File: config.mk
export PLATFORM = sky130hd
export DESIGN_NAME = ssm_port
export DESIGN_NICKNAME = d
export VERILOG_FILES = /design/src/verilog/ssm_pkg.sv /design/src/verilog/ssm_port.sv /design/src/verilog/ssm_sync.sv
export VERILOG_INCLUDE_DIRS = /design/src /design/src/verilog
export SDC_FILE = /design/constraint.sdc
export NUM_CORES = 1
export LEC_CHECK = 0
export BUFFER_PORTS_ARGS = -buffer_cell sky130_fd_sc_hd__buf_2
export CAP_MARGIN = 20
export CORE_UTILIZATION = 60
export DETAILED_ROUTE_END_ITERATION = 7
export GPL_TIMING_DRIVEN = 0
export HOLD_SLACK_MARGIN = 0.15
export PLACE_DENSITY = 0.93
export SYNTH_ARGS = -nofsm -noshare
export SYNTH_HDL_FRONTEND = slang
export SYNTH_SLANG_ARGS = --single-unit
File: constraint.sdc
create_clock -name clk -period 5.3 [get_ports clk]
set_input_delay 0.53 -clock clk [delete_from_list [all_inputs] [get_ports clk]]
set_output_delay 0.53 -clock clk [all_outputs]
set_load 0.01 [all_outputs]
File: src/verilog/ssm_map.svh
// Constants of the serial port unit: mode codes, counts, reset values.
// Assumes inclusion by the main module, the monitor and the bench; definitions only.
`ifndef SSM_MAP_SVH
`define SSM_MAP_SVH
// ----------------------------------------
// Mode codes of port_mode_select_field
// ----------------------------------------
`define SSM_MODE_SPIM   4'h0
`define SSM_MODE_I2CM   4'h8
`define SSM_MODE_I2CFW  4'hb
// ----------------------------------------
// Counts and reset values
// ----------------------------------------
`define SSM_LAST_BIT    4'h7
`define SSM_LAST_HALF   4'hf
`define SSM_SS_IDLE     2'h3
`define SSM_BYTE_RST    8'h00
`endif

File: src/verilog/ssm_pkg.sv
// Types of the serial port unit.
// Assumes nothing beyond a SystemVerilog compiler.
package ssm_pkg;
  // ----------------------------------------
  // Sequencer states, Gray along the usual path
  // ----------------------------------------
  typedef enum logic [3:0] {
    SSM_IDLE   = 4'h0,
    SSM_START  = 4'h1,
    SSM_TXBIT  = 4'h3,
    SSM_ACKRX  = 4'h2,
    SSM_RXBIT  = 4'h6,
    SSM_ACKTX  = 4'h7,
    SSM_STOP   = 4'h5,
    SSM_RSTART = 4'h4,
    SSM_SPI    = 4'hc
  } ssm_state_e;
endpackage

File: src/verilog/ssm_port.sv
// Serial port unit: SPI master and I2C master (hardware or firmware driven).
// Assumes open-drain bus pins resolved outside; control bits are plain ports.
// Notes on behaviour
// RULE1: Eight-bit shift register, MSB out, LSB in
// RULE2: Shift out one edge, sample the other
// RULE3: One bit each way per clock cycle
// RULE4: Shared clock polarity; master drives the clock
// RULE5: Reload per byte; stop clock, deselect when done
// RULE6: Only one slave select asserted at once
// RULE7: Unselected slave ignores bus, drives nothing; the SPI slave model ignores the bus but drives the inverse of sh[7]
// RULE8: I2C master on mode code and enable
// RULE9: Pins inputs; unit pulls low when needed
// RULE10: Start/stop seen cleared by reset, disable
// RULE11: Software takes bus after stop or idle
// RULE12: Firmware mode: only start/stop detection active
// RULE13: Interrupt flag on listed bus events
// RULE14: No queueing; early buffer write sets collision
// RULE15: Master mode: interrupt on generate bit clear
// RULE16: Master makes clocks, start, stop, repeated start
// RULE17: Transmit: address, write bit, bytes, ack in
// RULE18: Receive: address, read bit, bytes, ack out
// RULE19: Serial clock from programmable baud generator
// RULE20: Reset disables unit, aborts transfer
// RULE21: Select active low; deselected slave floats output; the SPI slave model drives the inverse of sh[7] instead
`timescale 1ns/10ps
`include "ssm_map.svh"
module ssm_port (
  input  wire logic       clk,
  input  wire logic       sys_rst,
  input  wire logic       port_enable_bit,
  input  wire logic [3:0] port_mode_select_field,
  input  wire logic [6:0] brg_reload,
  input  wire logic       spi_ckp,
  input  wire logic       spi_cke,
  input  wire logic       spi_sel,
  input  wire logic       buf_wr,
  input  wire logic [7:0] buf_wdata,
  input  wire logic       buf_rd,
  input  wire logic       cmd_start,
  input  wire logic       cmd_restart,
  input  wire logic       cmd_stop,
  input  wire logic       cmd_recv,
  input  wire logic       cmd_ack,
  input  wire logic       ack_bit,
  input  wire logic       int_clr,
  input  wire logic       coll_clr,
  input  wire logic       fw_scl_low,
  input  wire logic       fw_sda_low,
  input  wire logic       scl_in,
  input  wire logic       sda_in,
  input  wire logic       spi_sdi,
  output logic            scl_out,
  output logic            scl_oe_n,
  output logic            sda_out,
  output logic            sda_oe_n,
  output logic            spi_sck,
  output logic            spi_sdo,
  output logic [1:0]      spi_ss_n,
  output logic [7:0]      rx_data,
  output logic            buf_full,
  output logic            ack_status,
  output logic            port_interrupt_flag,
  output logic            write_collision_flag,
  output logic            start_seen,
  output logic            stop_seen,
  output logic            start_generate_bit,
  output logic            restart_generate_bit,
  output logic            stop_generate_bit,
  output logic            busy
);
  ssm_pkg::ssm_state_e state_ff, nxt_state;
  logic [1:0] step_ff, nxt_step;
  logic [3:0] bitc_ff, nxt_bitc;
  logic [6:0] brg_ff, nxt_brg;
  logic [7:0] shreg_ff, nxt_shreg;
  logic       rxbit_ff, nxt_rxbit;
  logic [7:0] rx_ff, nxt_rx;
  logic       full_ff, nxt_full;
  logic       ack_ff, nxt_ack;
  logic       scl_oe_n_ff, nxt_scl_oe_n;
  logic       sda_oe_n_ff, nxt_sda_oe_n;
  logic       sck_ff, nxt_sck;
  logic       sdo_ff, nxt_sdo;
  logic [1:0] ss_n_ff, nxt_ss_n;
  logic       int_ff, nxt_int;
  logic       coll_ff, nxt_coll;
  logic       sseen_ff, nxt_sseen;
  logic       pseen_ff, nxt_pseen;
  logic       sgen_ff, nxt_sgen;
  logic       rgen_ff, nxt_rgen;
  logic       pgen_ff, nxt_pgen;
  logic       busy_ff, nxt_busy;
  logic       prev_sda_ff;
  logic       zero_ff;
  logic [2:0] pin_q;
  logic       scl_q;
  logic       sda_q;
  logic       sdi_q;
  logic       i2cm;
  logic       fwm;
  logic       spim;
  logic       tick;
  logic       idle;
  logic       bit_done;
  logic       sdet;
  logic       pdet;
  logic       ev;

  // ----------------------------------------
  // Pin synchronisers
  // ----------------------------------------
  ssm_sync #(.W(3)) u_sync (
    .clk     (clk),
    .sys_rst (sys_rst),
    .d       ({scl_in, sda_in, spi_sdi}),
    .q       (pin_q)
  );
  assign scl_q = pin_q[2];
  assign sda_q = pin_q[1];
  assign sdi_q = pin_q[0];

  // ----------------------------------------
  // Mode decode and bus condition detection
  // ----------------------------------------
  assign i2cm = (port_mode_select_field == `SSM_MODE_I2CM);   // RULE8
  assign fwm  = (port_mode_select_field == `SSM_MODE_I2CFW);
  assign spim = (port_mode_select_field == `SSM_MODE_SPIM);
  assign tick = (brg_ff == 7'h00);
  assign idle = (state_ff == ssm_pkg::SSM_IDLE);
  assign bit_done = tick && (step_ff == 2'h2);
  assign sdet = (i2cm || fwm) && prev_sda_ff && !sda_q && scl_q;
  assign pdet = (i2cm || fwm) && !prev_sda_ff && sda_q && scl_q;

  always_comb begin
    nxt_state    = state_ff;
    nxt_step     = step_ff;
    nxt_bitc     = bitc_ff;
    nxt_shreg    = shreg_ff;
    nxt_rxbit    = rxbit_ff;
    nxt_rx       = rx_ff;
    nxt_full     = full_ff && !buf_rd;
    nxt_ack      = ack_ff;
    nxt_scl_oe_n = scl_oe_n_ff;
    nxt_sda_oe_n = sda_oe_n_ff;
    nxt_sck      = sck_ff;
    nxt_sdo      = sdo_ff;
    nxt_ss_n     = ss_n_ff;
    nxt_sgen     = sgen_ff;
    nxt_rgen     = rgen_ff;
    nxt_pgen     = pgen_ff;
    ev           = 1'b0;
    // Baud generator paces both I2C and SPI; held while idle
    nxt_brg = (idle || tick) ? brg_reload : brg_ff - 7'h01;   // RULE19
    // Start/stop seen: a start clears stop and vice versa
    nxt_sseen = sdet || (sseen_ff && !pdet);
    nxt_pseen = pdet || (pseen_ff && !sdet);
    // Collision: set wins over clear; no queueing of work
    nxt_coll = coll_ff && !coll_clr;
    if (buf_wr && !idle && (i2cm || spim)) begin
      nxt_coll = 1'b1;   // RULE14
    end
    if (fwm) begin
      // Software owns the lines; hardware only watches
      nxt_scl_oe_n = !fw_scl_low;   // RULE12
      nxt_sda_oe_n = !fw_sda_low;   // RULE12
      ev = sdet || pdet;   // RULE13
    end else if (spim) begin
      case (state_ff)
        ssm_pkg::SSM_IDLE: begin
          nxt_sck = spi_ckp;   // RULE4
          if (buf_wr) begin
            nxt_state = ssm_pkg::SSM_SPI;
            nxt_shreg = buf_wdata;   // RULE5
            nxt_sdo   = buf_wdata[7];   // RULE1
            nxt_bitc  = 4'h0;
            // One-hot low select, never both
            nxt_ss_n  = spi_sel ? 2'h1 : 2'h2;   // RULE6 RULE21
          end
        end
        ssm_pkg::SSM_SPI: begin
          if (tick) begin
            nxt_sck  = !sck_ff;   // RULE4
            nxt_bitc = bitc_ff + 4'h1;
            if (!bitc_ff[0]) begin
              // Leading edge
              if (spi_cke) begin
                nxt_rxbit = sdi_q;   // RULE2
              end else begin
                nxt_sdo = shreg_ff[7];   // RULE2
              end
            end else if (spi_cke) begin
              nxt_shreg = {shreg_ff[6:0], rxbit_ff};   // RULE1 RULE3
              nxt_sdo   = shreg_ff[6];
            end else begin
              nxt_shreg = {shreg_ff[6:0], sdi_q};   // RULE3
            end
            if (bitc_ff == `SSM_LAST_HALF) begin
              nxt_state = ssm_pkg::SSM_IDLE;
              nxt_rx    = spi_cke ? {shreg_ff[6:0], rxbit_ff} : {shreg_ff[6:0], sdi_q};
              nxt_full  = 1'b1;
              nxt_ss_n  = `SSM_SS_IDLE;   // RULE5 RULE7
              ev        = 1'b1;
            end
          end
        end
        default: begin
          nxt_state = ssm_pkg::SSM_IDLE;
        end
      endcase
    end else if (i2cm) begin
      case (state_ff)
        ssm_pkg::SSM_IDLE: begin
          nxt_step = 2'h0;
          nxt_bitc = 4'h0;
          if (cmd_start && scl_oe_n_ff) begin
            nxt_state = ssm_pkg::SSM_START;
            nxt_sgen  = 1'b1;
          end else if (cmd_restart) begin
            nxt_state = ssm_pkg::SSM_RSTART;
            nxt_rgen  = 1'b1;
          end else if (cmd_stop) begin
            nxt_state = ssm_pkg::SSM_STOP;
            nxt_pgen  = 1'b1;
          end else if (cmd_recv) begin
            nxt_state = ssm_pkg::SSM_RXBIT;   // RULE18
          end else if (cmd_ack) begin
            nxt_state = ssm_pkg::SSM_ACKTX;
            nxt_rxbit = ack_bit;
          end else if (buf_wr) begin
            // First byte is address with direction bit
            nxt_state = ssm_pkg::SSM_TXBIT;   // RULE17 RULE18
            nxt_shreg = buf_wdata;
            nxt_full  = 1'b1;
          end
        end
        ssm_pkg::SSM_START: begin
          if (tick) begin
            nxt_step = step_ff + 2'h1;
            if (step_ff == 2'h0) begin
              nxt_sda_oe_n = 1'b0;   // RULE9 RULE16
            end else begin
              nxt_scl_oe_n = 1'b0;
              nxt_sgen     = 1'b0;   // RULE15
              nxt_state    = ssm_pkg::SSM_IDLE;
              ev           = 1'b1;
            end
          end
        end
        ssm_pkg::SSM_RSTART: begin
          if (tick) begin
            nxt_step = step_ff + 2'h1;
            case (step_ff)
              2'h0: nxt_sda_oe_n = 1'b1;
              2'h1: nxt_scl_oe_n = 1'b1;
              2'h2: nxt_sda_oe_n = 1'b0;   // RULE16
              default: begin
                nxt_scl_oe_n = 1'b0;   // RULE16
                nxt_rgen     = 1'b0;
                nxt_state    = ssm_pkg::SSM_IDLE;
                ev           = 1'b1;   // RULE13
              end
            endcase
          end
        end
        ssm_pkg::SSM_STOP: begin
          if (tick) begin
            nxt_step = step_ff + 2'h1;
            case (step_ff)
              2'h0: nxt_sda_oe_n = 1'b0;
              2'h1: nxt_scl_oe_n = 1'b1;
              default: begin
                nxt_sda_oe_n = 1'b1;   // RULE16
                nxt_pgen     = 1'b0;   // RULE15
                nxt_state    = ssm_pkg::SSM_IDLE;
                ev           = 1'b1;
              end
            endcase
          end
        end
        default: begin
          // Bit cell: set data, release clock, sample and pull clock low
          if (tick) begin
            nxt_step = (step_ff == 2'h2) ? 2'h0 : step_ff + 2'h1;
          end
          if (tick && step_ff == 2'h0) begin
            case (state_ff)
              ssm_pkg::SSM_TXBIT: nxt_sda_oe_n = shreg_ff[7];   // RULE17
              ssm_pkg::SSM_ACKTX: nxt_sda_oe_n = rxbit_ff;   // RULE18
              default:            nxt_sda_oe_n = 1'b1;
            endcase
          end
          if (tick && step_ff == 2'h1) begin
            nxt_scl_oe_n = 1'b1;
          end
          if (bit_done) begin
            nxt_scl_oe_n = 1'b0;   // RULE16
            nxt_bitc     = bitc_ff + 4'h1;
            nxt_shreg    = {shreg_ff[6:0], sda_q};
            case (state_ff)
              ssm_pkg::SSM_TXBIT: begin
                if (bitc_ff == `SSM_LAST_BIT) begin
                  nxt_state = ssm_pkg::SSM_ACKRX;   // RULE17
                  nxt_full  = 1'b0;
                  ev        = 1'b1;
                end
              end
              ssm_pkg::SSM_RXBIT: begin
                if (bitc_ff == `SSM_LAST_BIT) begin
                  nxt_state = ssm_pkg::SSM_IDLE;
                  nxt_rx    = {shreg_ff[6:0], sda_q};
                  nxt_full  = 1'b1;
                  ev        = 1'b1;   // RULE13
                end
              end
              ssm_pkg::SSM_ACKRX: begin
                nxt_ack   = sda_q;
                nxt_state = ssm_pkg::SSM_IDLE;
                ev        = 1'b1;   // RULE13
              end
              default: begin
                nxt_state = ssm_pkg::SSM_IDLE;
                ev        = 1'b1;
              end
            endcase
          end
        end
      endcase
    end else begin
      nxt_state = ssm_pkg::SSM_IDLE;
    end
    nxt_int = ev || (int_ff && !int_clr);
    nxt_busy = (nxt_state != ssm_pkg::SSM_IDLE);
  end

  // ----------------------------------------
  // Registers; disable behaves as reset
  // ----------------------------------------
  always_ff @(posedge clk) begin
    if (sys_rst || !port_enable_bit) begin   // RULE10 RULE20
      state_ff    <= ssm_pkg::SSM_IDLE;
      step_ff     <= 2'h0;
      bitc_ff     <= 4'h0;
      brg_ff      <= 7'h00;
      shreg_ff    <= `SSM_BYTE_RST;
      rxbit_ff    <= 1'b0;
      rx_ff       <= `SSM_BYTE_RST;
      full_ff     <= 1'b0;
      ack_ff      <= 1'b0;
      scl_oe_n_ff <= 1'b1;
      sda_oe_n_ff <= 1'b1;
      sck_ff      <= 1'b0;
      sdo_ff      <= 1'b0;
      ss_n_ff     <= `SSM_SS_IDLE;
      int_ff      <= 1'b0;
      coll_ff     <= 1'b0;
      sseen_ff    <= 1'b0;
      pseen_ff    <= 1'b0;
      sgen_ff     <= 1'b0;
      rgen_ff     <= 1'b0;
      pgen_ff     <= 1'b0;
      busy_ff     <= 1'b0;
      prev_sda_ff <= 1'b1;
      zero_ff     <= 1'b0;
    end else begin
      state_ff    <= nxt_state;
      step_ff     <= nxt_step;
      bitc_ff     <= nxt_bitc;
      brg_ff      <= nxt_brg;
      shreg_ff    <= nxt_shreg;
      rxbit_ff    <= nxt_rxbit;
      rx_ff       <= nxt_rx;
      full_ff     <= nxt_full;
      ack_ff      <= nxt_ack;
      scl_oe_n_ff <= nxt_scl_oe_n;
      sda_oe_n_ff <= nxt_sda_oe_n;
      sck_ff      <= nxt_sck;
      sdo_ff      <= nxt_sdo;
      ss_n_ff     <= nxt_ss_n;
      int_ff      <= nxt_int;
      coll_ff     <= nxt_coll;
      sseen_ff    <= nxt_sseen;
      pseen_ff    <= nxt_pseen;
      sgen_ff     <= nxt_sgen;
      rgen_ff     <= nxt_rgen;
      pgen_ff     <= nxt_pgen;
      busy_ff     <= nxt_busy;
      prev_sda_ff <= sda_q;
      zero_ff     <= 1'b0;
    end
  end

  // ----------------------------------------
  // Outputs
  // ----------------------------------------
  // Open drain: the pin value is always low, only the enable moves
  assign scl_out              = zero_ff;
  assign sda_out              = zero_ff;
  assign scl_oe_n             = scl_oe_n_ff;
  assign sda_oe_n             = sda_oe_n_ff;
  assign spi_sck              = sck_ff;
  assign spi_sdo              = sdo_ff;
  assign spi_ss_n             = ss_n_ff;
  assign rx_data              = rx_ff;
  assign buf_full             = full_ff;
  assign ack_status           = ack_ff;
  assign port_interrupt_flag  = int_ff;
  assign write_collision_flag = coll_ff;
  assign start_seen           = sseen_ff;
  assign stop_seen            = pseen_ff;
  assign start_generate_bit   = sgen_ff;
  assign restart_generate_bit = rgen_ff;
  assign stop_generate_bit    = pgen_ff;
  assign busy                 = busy_ff;
endmodule

File: src/verilog/ssm_sync.sv
// Three-stage input synchroniser with agreement filter.
// Assumes asynchronous pin inputs and one clock.
`timescale 1ns/10ps
module ssm_sync #(
  parameter int W = 3
) (
  input  wire logic         clk,
  input  wire logic         sys_rst,
  input  wire logic [W-1:0] d,
  output logic      [W-1:0] q
);
  logic [W-1:0] s1_ff;
  logic [W-1:0] s2_ff;
  logic [W-1:0] s3_ff;
  logic [W-1:0] q_ff;
  logic [W-1:0] nxt_q;

  // ----------------------------------------
  // Filter: a change counts once stage 2 and 3 agree
  // ----------------------------------------
  genvar i;
  generate
    for (i = 0; i < W; i++) begin : g_bit
      always_comb begin
        nxt_q[i] = (s2_ff[i] == s3_ff[i]) ? s3_ff[i] : q_ff[i];
      end
    end
  endgenerate

  // Idle bus lines float high, so reset to ones
  always_ff @(posedge clk) begin
    if (sys_rst) begin
      s1_ff <= '1;
      s2_ff <= '1;
      s3_ff <= '1;
      q_ff  <= '1;
    end else begin
      s1_ff <= d;
      s2_ff <= s1_ff;
      s3_ff <= s2_ff;
      q_ff  <= nxt_q;
    end
  end

  assign q = q_ff;
endmodule

==> results.json <==
{
  "status": "finished clean",
  "min_period_ps": 2920,
  "finClkSkew_ps": 12.4,
  "cts_resized": 0,
  "drcViolationCount": 0,
  "crit_type": "reg -> reg",
  "vias": 4112,
  "grt_max_degree": 12,
  "rsz0062_at_grt": "no",
  "die_h_um": 80.1,
  "syn-cell-area_um2": 3660,
  "yosysWarnings": 0,
  "place_area_um2": 4080,
  "fill_cells": 458,
  "arrival_ps": 3170,
  "whs_path_depth": 2,
  "cts.sinks": 63,
  "hold_ws_ps": 356,
  "post-synth-top-count-cell": "dfxtp_1",
  "grt.overflow.total": 0,
  "finalPower_mw": 1.08,
  "placement.io_buffers": 63,
  "ir_worst_vdd_mv": 0.266,
  "dp_cells": 600,
  "track_usage_pct": 40.0,
  "ios": 66,
  "start_kind": "flop",
  "cts_setup_buffers": 0,
  "dieArea_um2": 6410,
  "area_growth_syn_to_layout_pct": 17.5,
  "wl_per_cell_um": 20.2,
  "place.gp.congestion": 1.02,
  "leakage_nw": 1.64,
  "setup_tns_ps": 0,
  "synth_area_leaders": "dfxtp_1 34%, nor2_1 5.0%, nand2_1 4.5%",
  "relSlewSlack_pct": 44.0,
  "synth_top_area_cell": "dfxtp_1",
  "routed_wl_um": 12400,
  "syn-instance-count": 460,
  "antenna_found_initial": 0,
  "met3_usage_pct": 6.48,
  "clk_latency_ps": 350,
  "worstPathRequired_ps": 5550,
  "reg2reg_depth": 8,
  "viasPerCell": 6.68,
  "grt-busiest-layer": "met2",
  "ctsHoldBuffers": 0,
  "start_util_pct": 62.2,
  "synth_edf_count": 0,
  "fin_cells": 616,
  "async_flop_share_pct": 0,
  "seqCellArea_um2": 1260,
  "firstDrtPassIters": 6,
  "grt_pass1_wl_um": 19200,
  "syn_avg_cell_area_um2": 7.95,
  "max_cap_violations": 0,
  "multiInputGateArea_um2": 2210,
  "max_slew.worst_pin.slew_ps": 833,
  "cts_htree_levels": 3,
  "ys_seq_area_share_pct": 34.5,
  "hpwl_um": 9080,
  "fin_area_um2": 4300,
  "use_met1_pct": 50.4,
  "fin_nets": 582,
  "cts-root-buf": "clkbuf_8",
  "cp-end-kind": "flop",
  "synth_top_area_share_pct": 34.5,
  "max_freq_ghz": 0.343,
  "insertedDiodeCount": 0,
  "period_share_pct": 55.0,
  "cts_buffers": 9,
  "die_width_um": 80.1,
  "synth_cell_types": 64,
  "antenna_left": 0,
  "core_area_um2": 5890,
  "gr-usage-met2_pct": 64.9,
  "cts_tree": "built",
  "cts_buffer_depth": 2,
  "finalMaxSlewViolations": 0,
  "synth_top_flop_cell": "dfxtp_1",
  "synth_top_cells_by_count": "63 x dfxtp_1, 49 x nor2_1, 44 x nand2_1, 32 x a21oi_1, 30 x o21ai_0",
  "power.density_nw_per_um2": 252,
  "hp-class": "in -> reg",
  "crit_fanout": 10,
  "drive_gt1_share_pct": 19.6,
  "first_global_vias": 3666,
  "yosys_register_bits": 63,
  "num_rows": 28,
  "final_hold_viol_count": 0,
  "clk_pin_slew_ps": 80,
  "drtIter0Drc": 519,
  "setup_violations": 0
}
-- layer usage --
| metal | wire, µm | up-vias |
|---|---|---|
| li1 | - | 1842 |
| met4 | 602 | 0 |
| met5 | 0 | - |
| met3 | 1350 | 68 |
| met1 | 4770 | 1880 |
| met2 | 5700 | 322 |
-- path summary, 6_finish.rpt --
kind / from / to / slack [ps]
worst max-delay path: state_ff[3]$_SDFF_PP0_ / rxbit_ff$_SDFFE_PP0P_ / 2380
worst min-delay path: scl_in / u_sync.s1_ff[2]$_SDFF_PP1_ / 360
worst max register to register: state_ff[3]$_SDFF_PP0_ / rxbit_ff$_SDFFE_PP0P_ / 2380
worst min register to register: u_sync.s1_ff[1]$_SDFF_PP1_ / u_sync.s2_ff[1]$_SDFF_PP1_ / 420
-- final cells by class --
type | count | area share (%)
repair buffers | 64 | 7.45
multi-input cells | 352 | 51.3
clock buffers | 11 | 3.29
plain buffers | 35 | 3.55
flip-flops and latches | 63 | 29.3
well taps | 75 | 2.18
inverters | 11 | 0.960
clock inverters | 5 | 1.89
-- cells in the final DEF, fill, tap and decap left out, types with 6 or more instances in the layout --
master / count
buf_2: 69
dfxtp_1: 63
nor2_1: 49
nand2_1: 44
a21oi_1: 32
o21ai_0: 30
clkbuf_1: 24
nand3_1: 16
mux2i_1: 16
or2_2: 11
a211oi_1: 11
inv_1: 10
a211o_1: 10
clkbuf_8: 10
nor3_1: 9
nand2b_1: 7
a31oi_1: 7
nor4_1: 6
ha_1: 6
-- critical path, cell delays in order (launching register included) --
cell,delay [ps]
dfxtp_1,370
or4_1,540
clkbuf_1,220
clkbuf_1,320
a21oi_1,550
a31oi_1,230
a21oi_1,260
nor2_1,70
a311oi_1,250
-- where the power goes --
part	internal, mW	switching (mW)	leakage (nW)
clock network	0.278	0.210	0.110
logic	0.0406	0.0698	1.02
registers	0.480	0.00478	0.511
total	0.798	0.285	1.64
-- registers in the layout, indices dropped and copies added (netlist names), 2 cells and up --
register / cells
rx_data: 8
shreg_ff: 8
brg_ff: 7
bitc_ff: 4
state_ff: 4
u_sync.q: 3
u_sync.s1_ff: 3
u_sync.s2_ff: 3
u_sync.s3_ff: 3
spi_ss_n: 2
step_ff: 2
-- cell families (layout without fill, tap and decap cells) --
group | count (synthesis) | in the layout | synth area share (%)
other | 1 | 2 | 0.103
DFF | 63 | 63 | 34.5
AOI/OAI and AO/OA | 140 | 140 | 26.3
muxes | 16 | 16 | 4.38
and+or+nand+nor | 183 | 183 | 26.2
adders and majority gates | 6 | 6 | 2.05
xor gates and xnor gates | 5 | 5 | 1.20
buffers and inverters | 46 | 126 | 5.30
-- stage by stage --
step	setup slack [ps]	utilization [%]
2_1_floorplan	2990	-
3_3_place_gp	2330	69.2
3_5_place_dp	2350	69.3
4_1_cts	2560	73.0
5_1_grt	2380	73.0
6_report	2380	73.0
Note: power is estimated with default switching activity, not from simulation.
